**src/transfer_queue_pkg.sv**
```systemverilog
// Purpose: Shared constants for the image block transfer queue.
// Assumes: 32-bit APB register bus, one aligned word per register.
// Notes: Offsets are byte addresses.
package transfer_queue_pkg;
  localparam logic [7:0] CTRL_OFS = 8'h00;
  localparam logic [7:0] BURST_OFS = 8'h04;
  localparam logic [7:0] CAP_OFS = 8'h08;
  localparam logic [7:0] OCC_OFS = 8'h0c;
  localparam logic [7:0] LOST_OFS = 8'h10;
  localparam logic [7:0] CMD_OFS = 8'h14;
  localparam logic [7:0] STAT_OFS = 8'h18;

  // Control register fields.
  localparam int POLICY_LSB = 0;
  localparam int POLICY_W = 2;
  localparam int SUBMODE_BIT = 2;
  localparam int ORDER_BIT = 3;

  // Command register fields, write-only pulses.
  localparam int CMD_GO_BIT = 0;
  localparam int CMD_HALT_BIT = 1;
  localparam int CMD_FLUSH_BIT = 2;

  // Status register fields.
  localparam int STAT_STREAM_BIT = 0;
  localparam int STAT_SENDING_BIT = 1;

  typedef enum logic [1:0] {
    POLICY_BASIC = 2'h0,
    POLICY_AUTO = 2'h1,
    POLICY_MANUAL = 2'h2
  } send_policy_e;

  typedef enum logic {
    SUBMODE_CONTINUOUS = 1'h0,
    SUBMODE_MULTI = 1'h1
  } manual_send_submode_e;

  // The oldest-first order is the only legal queue policy.
  localparam logic ORDER_OLDEST_FIRST = 1'h0;

  localparam logic [1:0] POLICY_RESET = 2'h0;
  localparam logic SUBMODE_RESET = 1'h0;
  localparam logic [31:0] BURST_RESET = 32'h00000001;
endpackage

```
**src/image_block_transfer_queue.sv**
```systemverilog
// Purpose: Queue of finished image blocks and its send control toward the stream channel.
// Assumes: Block words arrive synchronous to ref_clk and cannot be stalled.
// Notes: APB slave with zero wait states; stream output through a two-entry buffer.
//
// What this block does
// - Automatic policies start sending once one link packet of words is buffered.
// - Manual policy sends blocks only on host command, per selected submode.
// - Continuous submode streams back to back between start and stop.
// - Multi-block submode sends exactly the programmed block count, then stops.
// - Burst count is used only in multi-block submode.
// - Queue capacity in blocks is readable.
// - Current queue occupancy in blocks is readable.
// - Count of blocks discarded by overflow is readable.
// - Writable queue order selector; oldest-first is its only legal value.
// - Start command, manual policy only, begins streaming queued blocks.
// - Stop command finishes the block in progress, then streaming ceases.
// - Full queue: newest block replaces oldest unsent block, lost tally increments.
// - Oldest queued block is always sent next.
// - Closing the stream channel empties the queue and cancels pending sends.
`timescale 1ns/1ps
module image_block_transfer_queue #(
  parameter int DATA_W = 32,
  parameter int QUEUE_BLOCKS = 4,
  parameter int BLOCK_WORDS = 16,
  parameter int PACKET_WORDS = 4
) (
  input wire logic ref_clk,
  input wire logic reset,
  input wire logic psel,
  input wire logic penable,
  input wire logic pwrite,
  input wire logic [7:0] paddr,
  input wire logic [31:0] pwdata,
  output logic [31:0] prdata,
  output logic pready,
  output logic pslverr,
  input wire logic inValid,
  input wire logic [DATA_W-1:0] inData,
  input wire logic inLast,
  output logic outValid,
  input wire logic outReady,
  output logic [DATA_W-1:0] outData,
  output logic outLast
);
  localparam int SLOTS = QUEUE_BLOCKS + 2;
  localparam int SW = $clog2(SLOTS);
  localparam int WW = $clog2(BLOCK_WORDS + 1);
  localparam int QW = $clog2(QUEUE_BLOCKS + 1);
  localparam int HW = (QUEUE_BLOCKS > 1) ? $clog2(QUEUE_BLOCKS) : 1;
  localparam int MW = $clog2(SLOTS * BLOCK_WORDS);

  if (QUEUE_BLOCKS < 1 || BLOCK_WORDS < 1 || PACKET_WORDS < 1 ||
      PACKET_WORDS > BLOCK_WORDS || DATA_W < 1) begin
    $error("image_block_transfer_queue: unsupported parameter values");
  end

  typedef enum logic {TX_IDLE, TX_SEND} tx_state_e;

  ////////////////////////////////////////////////////////////////////////////////
  // Register bus.

  logic [1:0] policy, next_policy;
  logic submode, next_submode;
  logic [31:0] burstTotal, next_burstTotal;
  logic [31:0] next_prdata;
  logic cmdGo, cmdHalt, cmdFlush;
  logic mapped, wrAccess;
  logic [QW-1:0] cnt, next_cnt;
  logic [31:0] lost, next_lost;
  logic streaming, next_streaming;
  tx_state_e txState, next_txState;

  assign pready = 1'b1;
  assign mapped = paddr == transfer_queue_pkg::CTRL_OFS || paddr == transfer_queue_pkg::BURST_OFS
    || paddr == transfer_queue_pkg::CAP_OFS || paddr == transfer_queue_pkg::OCC_OFS
    || paddr == transfer_queue_pkg::LOST_OFS || paddr == transfer_queue_pkg::CMD_OFS
    || paddr == transfer_queue_pkg::STAT_OFS;
  assign pslverr = psel && penable && !mapped;
  assign wrAccess = psel && penable && pwrite;
  assign cmdGo = wrAccess && paddr == transfer_queue_pkg::CMD_OFS
    && pwdata[transfer_queue_pkg::CMD_GO_BIT];
  assign cmdHalt = wrAccess && paddr == transfer_queue_pkg::CMD_OFS
    && pwdata[transfer_queue_pkg::CMD_HALT_BIT];
  assign cmdFlush = wrAccess && paddr == transfer_queue_pkg::CMD_OFS
    && pwdata[transfer_queue_pkg::CMD_FLUSH_BIT];

  always_comb begin
    next_policy = policy;
    next_submode = submode;
    next_burstTotal = burstTotal;
    next_prdata = prdata;
    if (wrAccess && paddr == transfer_queue_pkg::CTRL_OFS) begin
      // Illegal policy codes and any order other than oldest-first are ignored.
      if (pwdata[transfer_queue_pkg::POLICY_LSB +: transfer_queue_pkg::POLICY_W]
          <= transfer_queue_pkg::POLICY_MANUAL) begin
        next_policy = pwdata[transfer_queue_pkg::POLICY_LSB +: transfer_queue_pkg::POLICY_W];
      end
      next_submode = pwdata[transfer_queue_pkg::SUBMODE_BIT];
    end
    if (wrAccess && paddr == transfer_queue_pkg::BURST_OFS) begin
      next_burstTotal = pwdata;
    end
    if (psel && !penable) begin
      next_prdata = '0;
      unique case (paddr)
        transfer_queue_pkg::CTRL_OFS: begin
          next_prdata[transfer_queue_pkg::POLICY_LSB +: transfer_queue_pkg::POLICY_W] = policy;
          next_prdata[transfer_queue_pkg::SUBMODE_BIT] = submode;
          next_prdata[transfer_queue_pkg::ORDER_BIT] = transfer_queue_pkg::ORDER_OLDEST_FIRST;
        end
        transfer_queue_pkg::BURST_OFS: next_prdata = burstTotal;
        transfer_queue_pkg::CAP_OFS: next_prdata = 32'(QUEUE_BLOCKS);
        transfer_queue_pkg::OCC_OFS: next_prdata = 32'(cnt);
        transfer_queue_pkg::LOST_OFS: next_prdata = lost;
        transfer_queue_pkg::STAT_OFS: begin
          next_prdata[transfer_queue_pkg::STAT_STREAM_BIT] = streaming;
          next_prdata[transfer_queue_pkg::STAT_SENDING_BIT] = txState == TX_SEND;
        end
        default: next_prdata = '0;
      endcase
    end
  end

  always_ff @(posedge ref_clk) begin
    if (reset) begin
      policy <= transfer_queue_pkg::POLICY_RESET;
      submode <= transfer_queue_pkg::SUBMODE_RESET;
      burstTotal <= transfer_queue_pkg::BURST_RESET;
      prdata <= '0;
    end else begin
      policy <= next_policy;
      submode <= next_submode;
      burstTotal <= next_burstTotal;
      prdata <= next_prdata;
    end
  end

  ////////////////////////////////////////////////////////////////////////////////
  // Block store, queue and send control.

  logic [DATA_W-1:0] mem [SLOTS*BLOCK_WORDS];
  logic [WW-1:0] slotLen [SLOTS];
  logic [SW-1:0] ring [QUEUE_BLOCKS];
  logic [SW-1:0] next_ring [QUEUE_BLOCKS];
  logic [HW-1:0] head, next_head;
  logic [SLOTS-1:0] used, next_used;
  logic [SW-1:0] wrId, next_wrId, txId, next_txId, freeId, curId;
  logic [WW-1:0] wrCount, next_wrCount, txIdx, next_txIdx, curIdx, avail;
  logic wrOpen, next_wrOpen, wrCut, next_wrCut;
  logic [31:0] burstLeft, next_burstLeft;
  logic manual, multi, allowed, cutOk, memWr, txPush, txLast, startBlock, bufSpace;
  logic [DATA_W-1:0] txData;

  function automatic logic [HW-1:0] stepIdx(input logic [HW-1:0] h);
    return (32'(h) == QUEUE_BLOCKS - 1) ? '0 : HW'(h + 1'b1);
  endfunction

  function automatic logic [HW-1:0] addIdx(input logic [HW-1:0] h, input logic [QW-1:0] n);
    int t;
    t = 32'(h) + 32'(n);
    if (t >= QUEUE_BLOCKS) begin
      t = t - QUEUE_BLOCKS;
    end
    return HW'(t);
  endfunction

  always_comb begin
    freeId = '0;
    for (int i = SLOTS - 1; i >= 0; i--) begin
      if (!used[i]) begin
        freeId = SW'(i);
      end
    end
  end

  assign manual = policy == transfer_queue_pkg::POLICY_MANUAL;
  assign multi = manual && submode == transfer_queue_pkg::SUBMODE_MULTI;
  assign allowed = !manual || streaming;
  assign cutOk = wrOpen && !wrCut && 32'(wrCount) >= PACKET_WORDS && !(inValid && inLast);
  assign curId = wrOpen ? wrId : freeId;
  assign curIdx = wrOpen ? wrCount : '0;
  assign memWr = inValid && 32'(curIdx) < BLOCK_WORDS;
  assign avail = wrCut ? wrCount : slotLen[txId];
  assign txData = mem[MW'(32'(txId) * BLOCK_WORDS + 32'(txIdx))];

  always_comb begin
    next_ring = ring;
    next_head = head;
    next_cnt = cnt;
    next_used = used;
    next_lost = lost;
    next_wrId = wrId;
    next_wrCount = wrCount;
    next_wrOpen = wrOpen;
    next_wrCut = wrCut;
    next_txId = txId;
    next_txIdx = txIdx;
    next_txState = txState;
    next_streaming = streaming;
    next_burstLeft = burstLeft;
    txPush = 1'b0;
    txLast = 1'b0;
    startBlock = 1'b0;
    if (manual && cmdGo) begin
      next_streaming = !multi || burstTotal != '0;
      next_burstLeft = burstTotal;
    end
    if (manual && cmdHalt) begin
      next_streaming = 1'b0;
    end
    unique case (txState)
      TX_IDLE: begin
        if (allowed && cnt != '0) begin
          next_txId = ring[head];
          next_head = stepIdx(head);
          next_cnt = cnt - 1'b1;
          startBlock = 1'b1;
        end else if (allowed && cutOk) begin
          next_txId = wrId;
          next_wrCut = 1'b1;
          startBlock = 1'b1;
        end
        if (startBlock) begin
          next_txIdx = '0;
          next_txState = TX_SEND;
        end
      end
      TX_SEND: begin
        // A stop only clears streaming, so the current block runs to its end.
        if (txIdx < avail && bufSpace) begin
          txPush = 1'b1;
          txLast = !wrCut && txIdx + 1'b1 == avail;
          next_txIdx = txIdx + 1'b1;
          if (txLast) begin
            next_used[txId] = 1'b0;
            next_txState = TX_IDLE;
          end
        end
      end
    endcase
    // A go in the same cycle reloads the count and wins over the burst end.
    if (startBlock && multi && streaming && !cmdGo) begin
      next_burstLeft = burstLeft - 1'b1;
      if (burstLeft <= 32'h00000001) begin
        next_streaming = 1'b0;
      end
    end
    if (inValid) begin
      if (!wrOpen) begin
        next_wrId = freeId;
        next_used[freeId] = 1'b1;
      end
      next_wrCount = curIdx + WW'(memWr);
      next_wrOpen = !inLast;
      if (inLast && (wrCut && wrOpen)) begin
        next_wrCut = 1'b0;
      end else if (inLast) begin
        if (32'(next_cnt) == QUEUE_BLOCKS) begin
          next_used[next_ring[next_head]] = 1'b0;
          next_ring[next_head] = curId;
          next_head = stepIdx(next_head);
          next_lost = lost + 1'b1;
        end else begin
          next_ring[addIdx(next_head, next_cnt)] = curId;
          next_cnt = next_cnt + 1'b1;
        end
      end
    end
    if (cmdFlush) begin
      next_cnt = '0;
      next_head = '0;
      next_txState = TX_IDLE;
      next_wrCut = 1'b0;
      next_used = '0;
      if (next_wrOpen) begin
        next_used[next_wrId] = 1'b1;
      end
    end
  end

  always_ff @(posedge ref_clk) begin
    if (memWr) begin
      mem[MW'(32'(curId) * BLOCK_WORDS + 32'(curIdx))] <= inData;
    end
    if (inValid && inLast) begin
      slotLen[curId] <= curIdx + WW'(memWr);
    end
  end

  always_ff @(posedge ref_clk) begin
    if (reset) begin
      ring <= '{default: '0};
      head <= '0;
      cnt <= '0;
      used <= '0;
      lost <= '0;
      wrId <= '0;
      wrCount <= '0;
      wrOpen <= 1'b0;
      wrCut <= 1'b0;
      txId <= '0;
      txIdx <= '0;
      txState <= TX_IDLE;
      streaming <= 1'b0;
      burstLeft <= '0;
    end else begin
      ring <= next_ring;
      head <= next_head;
      cnt <= next_cnt;
      used <= next_used;
      lost <= next_lost;
      wrId <= next_wrId;
      wrCount <= next_wrCount;
      wrOpen <= next_wrOpen;
      wrCut <= next_wrCut;
      txId <= next_txId;
      txIdx <= next_txIdx;
      txState <= next_txState;
      streaming <= next_streaming;
      burstLeft <= next_burstLeft;
    end
  end

  ////////////////////////////////////////////////////////////////////////////////
  // Two-entry output buffer; entry 0 always faces the stream channel.

  logic [DATA_W-1:0] bufData [2];
  logic [DATA_W-1:0] next_bufData [2];
  logic [1:0] bufLast, next_bufLast, bufCnt, next_bufCnt;
  logic pop;

  assign bufSpace = bufCnt != 2'h2;
  assign pop = bufCnt != 2'h0 && outReady;
  assign outValid = bufCnt != 2'h0;
  assign outData = bufData[0];
  assign outLast = bufLast[0];

  always_comb begin
    next_bufData = bufData;
    next_bufLast = bufLast;
    next_bufCnt = bufCnt;
    if (pop) begin
      next_bufData[0] = bufData[1];
      next_bufLast[0] = bufLast[1];
      next_bufCnt = next_bufCnt - 1'b1;
    end
    if (txPush) begin
      next_bufData[next_bufCnt[0]] = txData;
      next_bufLast[next_bufCnt[0]] = txLast;
      next_bufCnt = next_bufCnt + 1'b1;
    end
    if (cmdFlush) begin
      next_bufCnt = '0;
    end
  end

  always_ff @(posedge ref_clk) begin
    if (reset) begin
      bufData <= '{default: '0};
      bufLast <= '0;
      bufCnt <= '0;
    end else begin
      bufData <= next_bufData;
      bufLast <= next_bufLast;
      bufCnt <= next_bufCnt;
    end
  end
endmodule

```
**config.mk**
```make
export PLATFORM = sky130hd
export DESIGN_NAME = image_block_transfer_queue
export DESIGN_NICKNAME = d
export VERILOG_FILES = /design/src/transfer_queue_pkg.sv /design/src/image_block_transfer_queue.sv
export SDC_FILE = /design/constraint.sdc
export NUM_CORES = 2
export LEC_CHECK = 0
export BUFFER_PORTS_ARGS = -buffer_cell sky130_fd_sc_hd__buf_2
export CORE_UTILIZATION = 37
export CTS_BUF_LIST = sky130_fd_sc_hd__clkbuf_16
export DETAILED_ROUTE_END_ITERATION = 6
export SYNTH_ARGS = -nofsm -noshare
export SYNTH_HDL_FRONTEND = slang
export SYNTH_SLANG_ARGS = --single-unit
```
**constraint.sdc**
```tcl
create_clock -name ref_clk -period 4.05 [get_ports ref_clk]
set_clock_uncertainty 0.2 [all_clocks]
set_input_delay 1.215 -clock ref_clk [delete_from_list [all_inputs] [get_ports ref_clk]]
set_output_delay 1.215 -clock ref_clk [all_outputs]
set_load 0.01 [all_outputs]
```
==> results.py <==
metrics = {
    "die": {
        "die_y_microns": 596,
        "row_count": 217,
        "fp.dieW_microns": 596,
        "die_area_sq_um": 355000,
        "ios": 148,
        "core_sq_um": 350000,
        "start_util": 0.373,
    },
    "clock_tree": {
        "cts_sinks": 3347,
        "cts_htree_levels": 5,
        "cts_buffers": 342,
        "clock_insertion_delay_worst_skew_ps": 930,
        "cts_root_buf": "clkbuf_16",
        "clkTransAtPathRegs_ps": 60,
        "cts_tree": "built",
        "cts.path.max_buffers": 4,
    },
    "grt": {
        "grt_max_degree": 97,
        "overflow": 0,
        "antenna_found_initial": 31,
        "grt_pass1_wl_microns": 523000,
        "grtUsageTotal": 0.207,
        "grt_pass1_vias": 68500,
    },
    "synth": {
        "synth.avg_cell_area_sq_um": 20.2,
        "synthXorXnorAreaFrac": 0.00335,
        "yosys-top-cells-area": "edfxtp_1, mux4_2, dfxtp_1",
        "synthCells": 6459,
        "synth.yosys.seq_area_share": 0.752,
        "synth.top_cell.area_share": 0.714,
        "ys_ff_latch": 3347,
        "synth_top_family_by_area": "multiplexers",
        "synth_edf_count": 3102,
        "synth_fp_nets": 6567,
        "synthAdderAreaFrac": 0.00269,
        "yosys_warnings": 0,
        "synth_compound_area_frac": 0.0419,
        "async_flop_share": 0,
        "yosys.area_share.simple": 0.0306,
        "syn_area_sq_um": 130000,
        "muxShareOfSynthArea": 0.150,
        "synth_cell_types": 94,
        "synth_top_area_cell": "edfxtp_1",
        "synthFlopType": "edfxtp_1",
    },
    "placed_design": {
        "dpl_cell_area_sq_um": 142000,
        "io_buffers": 146,
        "dp_slack_ps": -141,
        "gp_congestion": 0.864,
        "hpwl_microns": 229000,
        "dpl.cell_count": 11300,
    },
    "final_layout": {
        "final_nets": 7222,
        "syn2layout_area_growth_pct": 17.3,
        "instances_no_fill": 12000,
        "drive_gt1_frac": 0.301,
        "stdcell_area_sq_um": 153000,
    },
    "detailed_routing": {
        "drt-initial-drc-count": 8767,
        "ant_nets": 0,
        "drtPass1Iterations": 7,
        "drc": 2,
        "finalWirelength_microns": 373000,
        "wl_per_cell_microns": 31.1,
        "vias": 69100,
        "via_per_inst": 5.76,
    },
    "setup_path": {
        "slowest_stage": "dfxtp_4",
        "cp-start-kind": "flip-flop",
        "crit_chain": "buf_12 > buf_12 > mux4_2 > mux4_2 > mux2i_1 > nor2_1 > buf_4 > a211oi_2 > a211oi_1",
        "worst-path-buf-inv": 3,
        "worstPathArrival_ps": 4530,
        "crit_required_ps": 4620,
        "cpPeakStageDelay_ps": 590,
        "end_kind": "flip-flop",
        "critPathTopFamily": "multiplexers",
        "cp_max_fo": 31,
        "crit_type": "flip-flop to flip-flop",
    },
    "timing": {
        "hold_viol": 0,
        "period_share": 0.979,
        "setup_viol": 0,
        "tightest_slew_ps": 1260,
        "max_freq_ghz": 0.252,
        "fin_crit_ps": 3960,
        "setup_ws_ps": 85.3,
        "slew-limit-headroom": 0.162,
        "rsz0062_at_grt": "no",
        "drv_slew": 0,
    },
    "status": {
        "status": "finished with violations",
        "violations": "DRC",
    },
    "worst_hold_path": {
        "hp-class": "flip-flop to flip-flop",
    },
    "power_and_ir_drop": {
        "powerDensity_nw_per_um2": 551,
        "power_leakage_nw": 47.4,
        "peakVddDrop_uv": 370,
    },
    "run": {
        "maxCapViolCount": 0,
    },
}
-- flip-flops by register name, indices dropped and copies added (netlist names), 12 cells and up, named ones only --
signal / count
bufData: 32
burstLeft: 32
burstTotal: 32
lost: 32
mem: 3072
outData: 32
prdata: 32
ring: 12
slotLen: 30
-- area by class of cell --
type                            count  area [sq um]
Timing Repair Buffer              721          7560
Antenna cell                       16          40.0
Fill cell                       29700        197000
Tap cell                         4599          5750
Clock buffer                      346          8660
Inverter                           34           130
Sequential cell                  3347         98100
Clock inverter                    271          2120
Multi-Input combinational cell   2668         30700
-- cells in the mapped netlist (32+ instances only) --
library cell and n:
dfxtp_1 245, buf_4 98, nand3_1 45, o22ai_1 56
mux2i_1 116, edfxtp_1 3102, buf_6 41, a311oi_1 42
nor2_1 376, a22oi_1 163, a211oi_1 98, mux4_2 814
inv_1 32, o21ai_0 42, clkbuf_1 154, nand2_1 256
a31oi_1 40, buf_2 98, a21oi_1 149
-- path summary, 6_finish.rpt --
kind / from / slack, ps / cells after the start / endpoint
setup / recovery: txIdx[0]$_SDFFE_PP0P_ / 90 / 9 / bufData[24]$_SDFFE_PP0P_
hold / removal: bufLast[1]$_SDFFE_PP0P_ / 270 / 2 / bufLast[1]$_SDFFE_PP0P_
setup reg to reg: txIdx[0]$_SDFFE_PP0P_ / 90 / 9 / bufData[24]$_SDFFE_PP0P_
hold reg to reg: bufLast[1]$_SDFFE_PP0P_ / 270 / 2 / bufLast[1]$_SDFFE_PP0P_
-- through the flow --
step                total power [mW]  hold WS, ps   util  setup TNS, ps
floorplan                       48.3          241      -        -623380
global placement                54.3          250  0.405           -361
detailed placement              54.5          260  0.405           -255
CTS                             84.9          270  0.436              0
global route                    86.9          290  0.437              0
finish                          84.4          267  0.437              0
-- power breakdown --
part	internal, mW	switching, mW	leakage (nW)
Sequential	38.1	0.394	29.9
Clock	17.4	13.3	5.54
Combinational	6.36	8.79	11.9
Total	61.9	22.5	47.4
-- worst register-to-register path, stage by stage (launching register included) --
cell      delay (ps)
dfxtp_4          590
buf_12           230
buf_12           290
mux4_2           590
mux4_2           470
mux2i_1          500
nor2_1           130
buf_4            210
a211oi_2         460
a211oi_1         150
-- repair_timing --
item / in CTS / in global routing
endpoints found under the setup margin: 0 / 199
setup buffers: 0 / 49
hold buffers: 0 / 0
resized for setup: 0 / 1
-- kinds of logic (layout without fill, tap and decap cells) --
| group | after synthesis | in the layout |
|---|---|---|
| xor gates and xnor gates | 49 | 49 |
| muxes | 942 | 942 |
| AOI/OAI and AO/OA | 765 | 765 |
| DFF | 3347 | 3347 |
| and+or+nand+nor | 883 | 883 |
| adders and majority gates | 28 | 28 |
| buffers and inverters | 444 | 1372 |
| other | 1 | 17 |
-- metal layers --
metal	share of wire	GRT usage	wire, microns	vias up
met2	0.48	0.332	177000	3265
met5	0.00032	0	121	-
met1	0.40	0.281	149000	37100
met4	0.030	0.0588	11400	22
li1	-	-	-	28200
met3	0.095	0.0474	35400	551
-- layout by cell type, fill, tap and decap left out, types with 30 or more instances in the layout --
cell	netlist	layout
inv_1	32	95
buf_4	98	413
o21ai_0	42	41
nor2_4	0	98
edfxtp_1	3102	3102
a211oi_1	98	93
a31o_2	30	30
clkinv_1	1	78
buf_12	2	194
a31oi_1	40	40
o22ai_1	56	56
dfxtp_1	245	241
a311oi_1	42	42
nand2_1	256	255
a22oi_1	163	163
mux2i_1	116	116
nand3_1	45	44
mux4_2	814	814
buf_2	98	113
nor2_1	376	278
clkinv_2	0	66
a21oi_1	149	149
clkbuf_16	0	346
Note: power is estimated with default switching activity, not from simulation.
